[src/hdl/reset_cause_pkg.sv]
package reset_cause_pkg;

    // ****************************************
    // Bus geometry.
    // ****************************************
    localparam int          AVS_ADDR_W   = 4;
    localparam int          AVS_DATA_W   = 32;
    localparam int          AVS_BE_W     = 4;
    localparam int          REG_W        = 16;
    localparam logic [3:0]  CAUSE_OFFSET = 4'h0;

    // ****************************************
    // Field positions of the cause and control register.
    // ****************************************
    localparam int BIT_TRAP_CONFLICT  = 15;
    localparam int BIT_ILLEGAL_OP     = 14;
    localparam int BIT_SW_BROWNOUT_EN = 13;
    localparam int BIT_RETENTION_EN   = 12;
    localparam int BIT_CONFIG_MISM    = 9;
    localparam int BIT_FAST_WAKE      = 8;
    localparam int BIT_PIN_RESET      = 7;
    localparam int BIT_SOFT_RESET     = 6;
    localparam int BIT_SW_WATCHDOG_EN = 5;
    localparam int BIT_WATCHDOG_TO    = 4;
    localparam int BIT_SLEEP          = 3;
    localparam int BIT_IDLE           = 2;
    localparam int BIT_BROWNOUT       = 1;
    localparam int BIT_POWER_ON       = 0;

    // ****************************************
    // Reset values and masks.
    // ****************************************
    localparam logic [15:0] POWER_ON_VALUE = 16'h2003;
    localparam logic [15:0] STATUS_MASK    = 16'hc2df;
    localparam logic [15:0] CTRL_MASK      = 16'h3120;
    localparam logic [15:0] CTRL_DEFAULT   = 16'h2000;
    localparam logic [1:0]  WATCHDOG_CFG_ALWAYS = 2'h3;
    localparam logic [1:0]  BROWNOUT_CFG_SW     = 2'h1;

    // ****************************************
    // Types.
    // ****************************************
    typedef struct packed {
        logic trap_conflict;
        logic illegal_opcode;
        logic illegal_addr_mode;
        logic uninit_pointer_reset;
        logic config_mismatch;
        logic reset_instr;
        logic watchdog_timeout;
        logic brownout;
    } reset_src_t;

    typedef struct packed {
        logic watchdog_clear_instr;
        logic power_save_instr;
        logic power_save_idle;
    } instr_evt_t;

    typedef struct packed {
        logic watchdog_enable;
        logic sw_brownout_enable;
        logic retention_enable;
        logic fast_wake_select;
    } power_ctl_t;

    typedef enum logic [1:0] {
        SLV_WAIT   = 2'b01,
        SLV_ANSWER = 2'b10
    } slv_state_t;

    // Expands the two low byte enables into a bit mask.
    function automatic logic [15:0] lane_mask(input logic [3:0] be);
        lane_mask = {{8{be[1]}}, {8{be[0]}}};
    endfunction

endpackage

[src/hdl/sync_two_flop.sv]
`timescale 1ns/1ps
module sync_two_flop #(
    parameter int          WIDTH = 1,
    parameter logic [31:0] INIT  = 32'h0
) (
    input  wire logic             ref_clk,
    input  wire logic             resetn,
    input  wire logic [WIDTH-1:0] async_in,
    output logic      [WIDTH-1:0] sync_out
);

    logic [WIDTH-1:0] meta_r;

    // ****************************************
    // Two flip-flops; only the second reads the first.
    // ****************************************
    always_ff @(posedge ref_clk or negedge resetn) begin
        if (!resetn) begin
            meta_r   <= INIT[WIDTH-1:0];
            sync_out <= INIT[WIDTH-1:0];
        end else begin
            meta_r   <= async_in;
            sync_out <= meta_r;
        end
    end

endmodule

[src/hdl/avmm_reg_slave.sv]
`timescale 1ns/1ps
module avmm_reg_slave (
    input  wire logic                                ref_clk,
    input  wire logic                                resetn,
    input  wire logic [reset_cause_pkg::AVS_ADDR_W-1:0] avs_address,
    input  wire logic                                avs_read,
    input  wire logic                                avs_write,
    input  wire logic [reset_cause_pkg::AVS_DATA_W-1:0] avs_writedata,
    input  wire logic [reset_cause_pkg::AVS_BE_W-1:0]   avs_byteenable,
    output logic      [reset_cause_pkg::AVS_DATA_W-1:0] avs_readdata,
    output logic                                     avs_waitrequest,
    input  wire logic [reset_cause_pkg::REG_W-1:0]      reg_value,
    output logic                                     reg_wr_en,
    output logic      [reset_cause_pkg::REG_W-1:0]      reg_wr_data,
    output logic      [reset_cause_pkg::REG_W-1:0]      reg_wr_mask
);
    import reset_cause_pkg::*;

    slv_state_t state_r;
    logic       hit;
    logic       req;

    assign hit = (avs_address == CAUSE_OFFSET);
    assign req = avs_read | avs_write;

    // ****************************************
    // One wait cycle, then the answer cycle.
    // ****************************************
    always_ff @(posedge ref_clk or negedge resetn) begin
        if (!resetn) begin
            state_r         <= SLV_WAIT;
            avs_waitrequest <= 1'b1;
        end else begin
            case (state_r)
                SLV_WAIT: begin
                    if (req) begin
                        state_r         <= SLV_ANSWER;
                        avs_waitrequest <= 1'b0;
                    end
                end
                SLV_ANSWER: begin
                    state_r         <= SLV_WAIT;
                    avs_waitrequest <= 1'b1;
                end
                default: begin
                    state_r         <= SLV_WAIT;
                    avs_waitrequest <= 1'b1;
                end
            endcase
        end
    end

    // ****************************************
    // Read data; unmapped addresses read zero.
    // ****************************************
    always_ff @(posedge ref_clk or negedge resetn) begin
        if (!resetn) begin
            avs_readdata <= 32'h0;
        end else if (state_r == SLV_WAIT && avs_read) begin
            avs_readdata <= hit ? {16'h0, reg_value} : 32'h0;
        end
    end

    assign reg_wr_en   = avs_write && hit && (state_r == SLV_ANSWER);
    assign reg_wr_data = avs_writedata[REG_W-1:0];
    assign reg_wr_mask = lane_mask(avs_byteenable);

endmodule

[src/hdl/reset_source_combiner_status.sv]
// Operation
// - One unit alone drives master system reset.
// - Any active source asserts master reset.
// - Nine sources accepted, no others.
// - Master reset forces defined registers to defaults.
// - Undefined-value registers survive non-power-on resets.
// - Each reset sets its own status flag.
// - Power-on clears flags, sets bits one, zero.
// - Software may write any status bit anytime.
// - Software-set flags never cause a reset.
// - Trap conflict sets bit fifteen.
// - Illegal opcode, mode, pointer set bit fourteen.
// - Configuration mismatch sets bit nine.
// - External clear pin sets bit seven.
// - Watchdog time-out resets and sets flag.
// - Watchdog clear, power-save, power-on clear flag.
// - Brown-out and power-on set brown-out flag.
// - Unprogrammed watchdog field forces watchdog on.
// - Software brown-out enable honoured only at '01'.
//
// Implementation choices: the register offsets and register access over Avalon-MM.
`timescale 1ns/1ps
module reset_source_combiner_status (
    input  wire logic                                ref_clk,
    input  wire logic                                resetn,
    input  wire logic                                external_clear_pin_n,
    input  wire reset_cause_pkg::reset_src_t            reset_src,
    input  wire reset_cause_pkg::instr_evt_t            instr_evt,
    input  wire logic [1:0]                          watchdog_config_field,
    input  wire logic [1:0]                          brownout_config_field,
    input  wire logic [reset_cause_pkg::AVS_ADDR_W-1:0] avs_address,
    input  wire logic                                avs_read,
    input  wire logic                                avs_write,
    input  wire logic [reset_cause_pkg::AVS_DATA_W-1:0] avs_writedata,
    input  wire logic [reset_cause_pkg::AVS_BE_W-1:0]   avs_byteenable,
    output logic      [reset_cause_pkg::AVS_DATA_W-1:0] avs_readdata,
    output logic                                     avs_waitrequest,
    output logic                                     master_system_reset,
    output reset_cause_pkg::power_ctl_t                 power_ctl
);
    import reset_cause_pkg::*;

    // ****************************************
    // Declarations.
    // ****************************************
    logic        pin_clear_n_s;
    logic        pin_clear;
    logic        any_source;
    logic        illegal_evt;
    logic        watchdog_clear;
    logic        sleep_evt;
    logic        idle_evt;
    logic [15:0] set_evt;
    logic [15:0] clr_evt;
    logic [15:0] status_r;
    logic [15:0] status_nxt;
    logic [15:0] ctrl_r;
    logic [15:0] ctrl_nxt;
    logic [15:0] reg_value;
    logic        reg_wr_en;
    logic [15:0] reg_wr_data;
    logic [15:0] reg_wr_mask;
    logic        watchdog_on_nxt;
    logic        brownout_sw_nxt;

    // ****************************************
    // External clear pin synchroniser.
    // ****************************************
    sync_two_flop #(
        .WIDTH (1),
        .INIT  (32'h1)
    ) u_pin_sync (
        .ref_clk  (ref_clk),
        .resetn   (resetn),
        .async_in (external_clear_pin_n),
        .sync_out (pin_clear_n_s)
    );

    assign pin_clear = ~pin_clear_n_s;

    // ****************************************
    // Source combination.
    // ****************************************
    assign illegal_evt = reset_src.illegal_opcode
                       | reset_src.illegal_addr_mode
                       | reset_src.uninit_pointer_reset;

    // Only hardware sources feed this term, never the stored flags.
    assign any_source = pin_clear
                      | reset_src.trap_conflict
                      | illegal_evt
                      | reset_src.config_mismatch
                      | reset_src.reset_instr
                      | reset_src.watchdog_timeout
                      | reset_src.brownout;

    // ****************************************
    // Master system reset.
    // ****************************************
    always_ff @(posedge ref_clk or negedge resetn) begin
        if (!resetn) begin
            master_system_reset <= 1'b1;
        end else begin
            master_system_reset <= any_source;
        end
    end

    // ****************************************
    // Flag set and clear events.
    // ****************************************
    assign sleep_evt = instr_evt.power_save_instr
                     & ~instr_evt.power_save_idle;
    assign idle_evt  = instr_evt.power_save_instr
                     & instr_evt.power_save_idle;
    assign watchdog_clear = instr_evt.watchdog_clear_instr
                          | instr_evt.power_save_instr;

    always_comb begin
        set_evt = 16'h0;
        set_evt[BIT_TRAP_CONFLICT] = reset_src.trap_conflict;
        set_evt[BIT_ILLEGAL_OP]    = illegal_evt;
        set_evt[BIT_CONFIG_MISM]   = reset_src.config_mismatch;
        set_evt[BIT_PIN_RESET]     = pin_clear;
        set_evt[BIT_SOFT_RESET]    = reset_src.reset_instr;
        set_evt[BIT_WATCHDOG_TO]   = reset_src.watchdog_timeout;
        set_evt[BIT_SLEEP]         = sleep_evt;
        set_evt[BIT_IDLE]          = idle_evt;
        set_evt[BIT_BROWNOUT]      = reset_src.brownout;
    end

    always_comb begin
        clr_evt = 16'h0;
        clr_evt[BIT_WATCHDOG_TO] = watchdog_clear;
    end

    // ****************************************
    // Status flags.
    // ****************************************
    // A hardware set wins over a software write or a clear event.
    always_comb begin
        status_nxt = status_r;
        if (reg_wr_en) begin
            status_nxt = (status_r & ~reg_wr_mask)
                       | (reg_wr_data & reg_wr_mask);
        end
        status_nxt = status_nxt & ~clr_evt;
        status_nxt = (status_nxt | set_evt) & STATUS_MASK;
    end

    // Flags keep their value through every reset except power-on.
    always_ff @(posedge ref_clk or negedge resetn) begin
        if (!resetn) begin
            status_r <= POWER_ON_VALUE & STATUS_MASK;
        end else begin
            status_r <= status_nxt;
        end
    end

    // ****************************************
    // Power control bits.
    // ****************************************
    always_comb begin
        ctrl_nxt = ctrl_r;
        if (reg_wr_en) begin
            ctrl_nxt = (ctrl_r & ~reg_wr_mask)
                     | (reg_wr_data & reg_wr_mask);
        end
        ctrl_nxt = ctrl_nxt & CTRL_MASK;
    end

    always_ff @(posedge ref_clk or negedge resetn) begin
        if (!resetn) begin
            ctrl_r <= POWER_ON_VALUE & CTRL_MASK;
        end else if (master_system_reset) begin
            ctrl_r <= CTRL_DEFAULT;
        end else begin
            ctrl_r <= ctrl_nxt;
        end
    end

    // ****************************************
    // Register read view.
    // ****************************************
    assign reg_value = status_r | ctrl_r;

    // ****************************************
    // Effective enables towards the power logic.
    // ****************************************
    assign watchdog_on_nxt =
        (watchdog_config_field == WATCHDOG_CFG_ALWAYS)
        | ctrl_r[BIT_SW_WATCHDOG_EN];

    assign brownout_sw_nxt =
        (brownout_config_field == BROWNOUT_CFG_SW)
        & ctrl_r[BIT_SW_BROWNOUT_EN];

    always_ff @(posedge ref_clk or negedge resetn) begin
        if (!resetn) begin
            power_ctl <= '0;
        end else begin
            power_ctl.watchdog_enable    <= watchdog_on_nxt;
            power_ctl.sw_brownout_enable <= brownout_sw_nxt;
            power_ctl.retention_enable   <= ctrl_r[BIT_RETENTION_EN];
            power_ctl.fast_wake_select   <= ctrl_r[BIT_FAST_WAKE];
        end
    end

    // ****************************************
    // Register bus slave.
    // ****************************************
    avmm_reg_slave u_slave (
        .ref_clk         (ref_clk),
        .resetn          (resetn),
        .avs_address     (avs_address),
        .avs_read        (avs_read),
        .avs_write       (avs_write),
        .avs_writedata   (avs_writedata),
        .avs_byteenable  (avs_byteenable),
        .avs_readdata    (avs_readdata),
        .avs_waitrequest (avs_waitrequest),
        .reg_value       (reg_value),
        .reg_wr_en       (reg_wr_en),
        .reg_wr_data     (reg_wr_data),
        .reg_wr_mask     (reg_wr_mask)
    );

endmodule

[config.mk]
export PLATFORM = sky130hd
export DESIGN_NAME = reset_source_combiner_status
export DESIGN_NICKNAME = d
export VERILOG_FILES = /design/src/hdl/reset_cause_pkg.sv /design/src/hdl/sync_two_flop.sv /design/src/hdl/avmm_reg_slave.sv /design/src/hdl/reset_source_combiner_status.sv
export SDC_FILE = /design/constraint.sdc
export NUM_CORES = 1
export LEC_CHECK = 0
export BUFFER_PORTS_ARGS = -buffer_cell sky130_fd_sc_hd__clkbuf_2
export CELL_PAD_IN_SITES_DETAIL_PLACEMENT = 1
export CELL_PAD_IN_SITES_GLOBAL_PLACEMENT = 1
export CORE_MARGIN = 10
export CORE_UTILIZATION = 33
export CTS_CLUSTER_SIZE = 16
export DETAILED_ROUTE_END_ITERATION = 6
export PLACE_DENSITY_LB_ADDON = 0.2
export SYNTH_ARGS = -nofsm -noshare
export SYNTH_HDL_FRONTEND = slang
export SYNTH_SLANG_ARGS = --single-unit
[constraint.sdc]
create_clock -name ref_clk -period 2.8 [get_ports ref_clk]
set_input_delay 0.14 -clock ref_clk [delete_from_list [all_inputs] [get_ports ref_clk]]
set_output_delay 0.14 -clock ref_clk [all_outputs]
set_load 0.02 [all_outputs]
**Word level (Yosys, flattened, before mapping)**

Index checks and enable logic that the tools add are counted.

- Reductions and logical operators: 5
- Bitwise operators: 26
- Equality and inequality tests: 5
- Muxes and demuxes: 8

Operators with widths:

| kind | count |
|---|---|
| $and 16x16->16 | 3 |
| $mux 16 | 2 |
| $or 16x16->16 | 2 |
| $mux 14 | 2 |
| $not 16->16 | 1 |
| $not 5->16 | 1 |
| $or 16x14->16 | 1 |
| $and 14x14->14 | 1 |
| $or 14x14->14 | 1 |
| $or 1x1->1 | 11 |
| $eq 2x1->1 const B | 2 |
| $eq 2x2->1 const B | 2 |
| $logic_not 4->1 | 1 |
| $mux 2 | 2 |
| $and 1x1->1 | 3 |
| $logic_and 1x1->1 | 3 |
| $mux 1 | 2 |
| $ne 2x1->1 const B | 1 |
| $not 1->1 | 2 |
| $reduce_bool 2->1 | 1 |

- Word-level logic and storage cells: 57
- Output and inout bits: 38
- Input port bits: 60
- Flip-flop bits (word level): 66

**Logic depth before layout (Yosys ltp)**

- Word-level depth: 7
- Mapped depth: 5

**By module**

A second synthesis with hierarchy kept.

- Cell total of the unflattened synthesis: 204
- Area total of the unflattened synthesis: 2095.8 um^2

Modules (own cells, without submodules):

| module | sequential area each (um^2) | cells an instance | times used | area each (um^2) |
|---|---|---|---|---|
| avmm_reg_slave | 451.7 | 131 | 1 | 1249.9 |
| reset_source_combiner_status | 480.5 | 71 | 1 | 793.3 |
| sync_two_flop | 52.6 | 2 | 1 | 52.6 |

**Least setup slack after synthesis**

OpenSTA, ideal clock, no wires.

- Path type: input-to-reg
- Start point: in avs_address[3] in the netlist's numbering
- End point: reg with a tool-made name
- Arrival: 1.411 ns
- Stages on the path: 4
- Slack: 1.304 ns
- Cell sequence: or4_1 -> buf_2 -> nor3_4 -> mux2_1

RTL lines:

| what | RTL line | RTL |
|---|---|---|
| start, declared | reset_source_combiner_status.sv:31 | `input wire logic [reset_cause_pkg::AVS_ADDR_W-1:0] avs_address,` |

**Final worst setup path**

- Start point: reg u_slave.state_r[0]
- End point: reg u_slave.avs_readdata[9] in the netlist's numbering

- Longest elaborated chain between the ends: 2

Ends and longest elaborated chain:

| what | RTL line | RTL |
|---|---|---|
| start, declared | avmm_reg_slave.sv:19 | `slv_state_t state_r;` |
| start signal, assigned | avmm_reg_slave.sv:31 | `state_r <= SLV_WAIT;` |
| start signal, assigned | avmm_reg_slave.sv:37 | `state_r <= SLV_ANSWER;` |
| start signal, assigned | avmm_reg_slave.sv:42 | `state_r <= SLV_WAIT;` |
| $eq 2x1->1 | avmm_reg_slave.sv:59 | `end else if (state_r == SLV_WAIT && avs_read) begin` |
| $logic_and 1x1->1 | avmm_reg_slave.sv:59 |  |
| end signal, assigned | avmm_reg_slave.sv:60 | `avs_readdata <= hit ? {16'h0, reg_value} : 32'h0;` |
| end, declared | avmm_reg_slave.sv:10 | `output logic [reset_cause_pkg::AVS_DATA_W-1:0] avs_readdata,` |

Every way passes these cells.
A chain may end at the register's enable or synchronous reset.

==> metrics <==
Switching Share 0.3023; synth top area cells dfrtp_1 47%, dfstp_2 11%, buf_4 8.9%, a22o_1 7.6%, mux2i_1 3.7%; Die Span Y 89.88 microns; Worst Path Class, Setup reg -> reg; metal3 WL 205 microns; GRT Total Usage 0.1111; Fin. Hold Viols 30; clk slew on worst S/H paths 0.07 ns; Clock Latency Late Sink 0.29 ns; Starting Density 0.3412; endpoints failing setup 0; WL final 4382 microns; Iter 0 DRT Violations 79; Residual DRC 0; Post-Synthesis Cells 135; synthesized flop and latch total 37; sequential area share after synthesis 0.5800; die area 8078 sq um; cts repair resizes 0; failing checks negative hold slack; clock share of power 0.302; unrepaired setup endpoints after global routing no; vias in the first global route 1,479; DP Wirelength 3542 microns; power per cell area 624.5 nW/um^2; Die Wd 89.88 microns; peak supply drop 0.1846 mV; vias post-DR 1,249; most common cell after layout, fill and taps aside clkbuf_2; status complete, but fails checks; ANT nets after route 0; CTS Sinks 37; GRT Residual Overflow 0; share of cells above drive strength 1 0.3850; startpoint types flop; Slew @ Worst Pin 0.8872 ns; Post-synth ARST share 1.000; metal2 WL 2450 microns; DR vias/cell 4.678; pre-CTS WS 0.9362 ns; switching power 0.0003803 W; CTS H-tree depth 2; routed length on met1 1633 microns; Synth Warn # 0; IO Pins 98; fmax 606.3 MHz; Power Total 0.001258 W; core area 4723 sq um; Antenna Cells 0; Fillers 562; post-synth cell types 31; Synth Flop Type dfrtp_1; First-pass DRT Iterations 4; static power due to leakage 1.007 nW; gp weighted congestion 0.8299; max-cap viol count 0; antenna violations before repair 0; Critical Path Fanout Max 15; Slew Limit Headroom 0.4085; Synth area leader dfrtp_1; Synth-to-Final Area Change 25.00%; syn avg cell area 11.94 sq um; clock skew 0.005524 ns; synthesized area 1612 sq um; Avg WL per Cell 16.41 microns; final hold slack -0.03951 ns; Final min period 1.649 ns; Crit. End Element flop; CTS tree built; number of flops mapped to enable cells by yosys 0; pin count of the biggest net entering global routing 38; setup ws final 1.151 ns; CTS max path bufs 2; nets@finish 259; sequential power share 0.494; Worst EP required 3.03 ns; std cell rows 25; uppermost layer routed met4; final max-slew violation count 0; Internal Pwr Total 0.0008778 W; I/O Buffers 59; TNS Setup 0 ns; Worst EP arrival 1.87 ns; commonest cells after routing, fill and taps aside 59 x clkbuf_2, 30 x dfrtp_1, 18 x conb_1; Combinational Power Share 0.204; top-area cell type share of the netlist area 0.4658; Hold Path Class in -> async; first-pass GRT wire length 7389 microns; CTS Buf Count 5; Final Cycle Share 0.5890; CTS root buffer clkbuf_8
-- power by group through the flow --
stage	registers, W	logic, W	clock network, W
3_5_place_dp	0.000631	0.000259	0
3_3_place_gp	0.000625	0.000255	0
5_1_grt	0.000629	0.000282	0.000417
4_1_cts	0.000621	0.000261	0.000392
6_report	0.000621	0.000257	0.000380
2_1_floorplan	0.000665	0.000128	0
-- routing by layer --
layer  track usage  up-vias
li1              -      589
met1        0.1098      616
met2        0.2058       36
met3       0.03325        8
met4       0.05438        0
met5             0        -
-- registers in the layout, indices dropped and copies added (netlist names), named ones only --
signal                flops
ctrl_r                    4
master_system_reset       1
power_ctl                 4
status_r                  9
u_pin_sync.meta_r         1
u_pin_sync.sync_out       1
u_slave.avs_readdata     14
u_slave.state_r           2
-- cell usage after synthesis, types with 2 or more instances --
cell type and n:
nor4_1 4, clkbuf_1 2, mux2i_1 6, o31ai_1 3
nor2_1 10, a31oi_1 3, a21oi_1 6, o21ai_0 3
buf_4 19, a22o_1 14, nand4_1 3, nand3b_1 2
dfrtp_1 30, inv_1 5, and3b_1 2, nor2b_1 2
dfstp_2 7
-- cell type report --
class / count / area (sq um) / share of cell area
Clock buffer: 8 / 90.09 / 0.04472
Inverter: 5 / 18.77 / 0.009317
Multi-Input combinational cell: 88 / 566.8 / 0.2814
Sequential cell: 37 / 934.6 / 0.4640
Tap cell: 67 / 83.83 / 0.04161
Timing Repair Buffer: 62 / 320.3 / 0.1590
-- stage by stage --
| stage | hold slack [ns] | instance area [sq um] | cells | utilization |
|---|---|---|---|---|
| after floorplan | -0.1556 | 1675 | 152 | - |
| after detailed placement | 0.2326 | 1914 | 258 | 0.4053 |
| final | -0.03951 | 2014 | 267 | 0.4265 |
| after CTS | 0.003526 | 2014 | 267 | 0.4265 |
| after global routing | 0.03768 | 2014 | 267 | 0.4265 |
| after global placement | 0.2320 | 1914 | 258 | 0.4053 |
-- timing repair --
| item | 4_1_cts | 5_1_grt |
|---|---|---|
| hold endpoints to repair | 1 | 0 |
| hold buffers | 1 | 0 |
| buffers inserted | 0 | 0 |
-- worst paths after layout --
path	startpoint	slack, ns	cells after the start	endpoint
min in group ref_clk	avs_read	0.04	2	u_slave.state_r[0]
max	u_slave.state_r[0]	1.15	4	u_slave.avs_readdata[9]
max reg2reg	u_slave.state_r[0]	1.15	4	u_slave.avs_readdata[9]
min	resetn	-0.04	1	u_slave.state_r[1]
max in group asynchronous	resetn	2.28	1	u_slave.avs_readdata[0]
min reg2reg	u_pin_sync.meta_r	0.35	0	u_pin_sync.sync_out
-- cells by family (layout without fill, tap and decap cells) --
| kind of cell | count (synthesis) | in the layout | synth area share |
|---|---|---|---|
| and+or+nand+nor | 30 | 30 | 0.1165 |
| other | 1 | 18 | 0.002327 |
| AOI/OAI and AO/OA | 33 | 33 | 0.1491 |
| muxes | 7 | 7 | 0.04426 |
| buffers and inverters | 27 | 75 | 0.1079 |
| DFF | 37 | 37 | 0.5800 |
-- critical path, stage by stage, from the launching register on --
cell	delay, ns
dfstp_2	0.56
nand3b_1	0.08
buf_4	0.20
nor2_2	0.51
a22o_1	0.23
No activity file was read; power rests on OpenSTA's default activity.
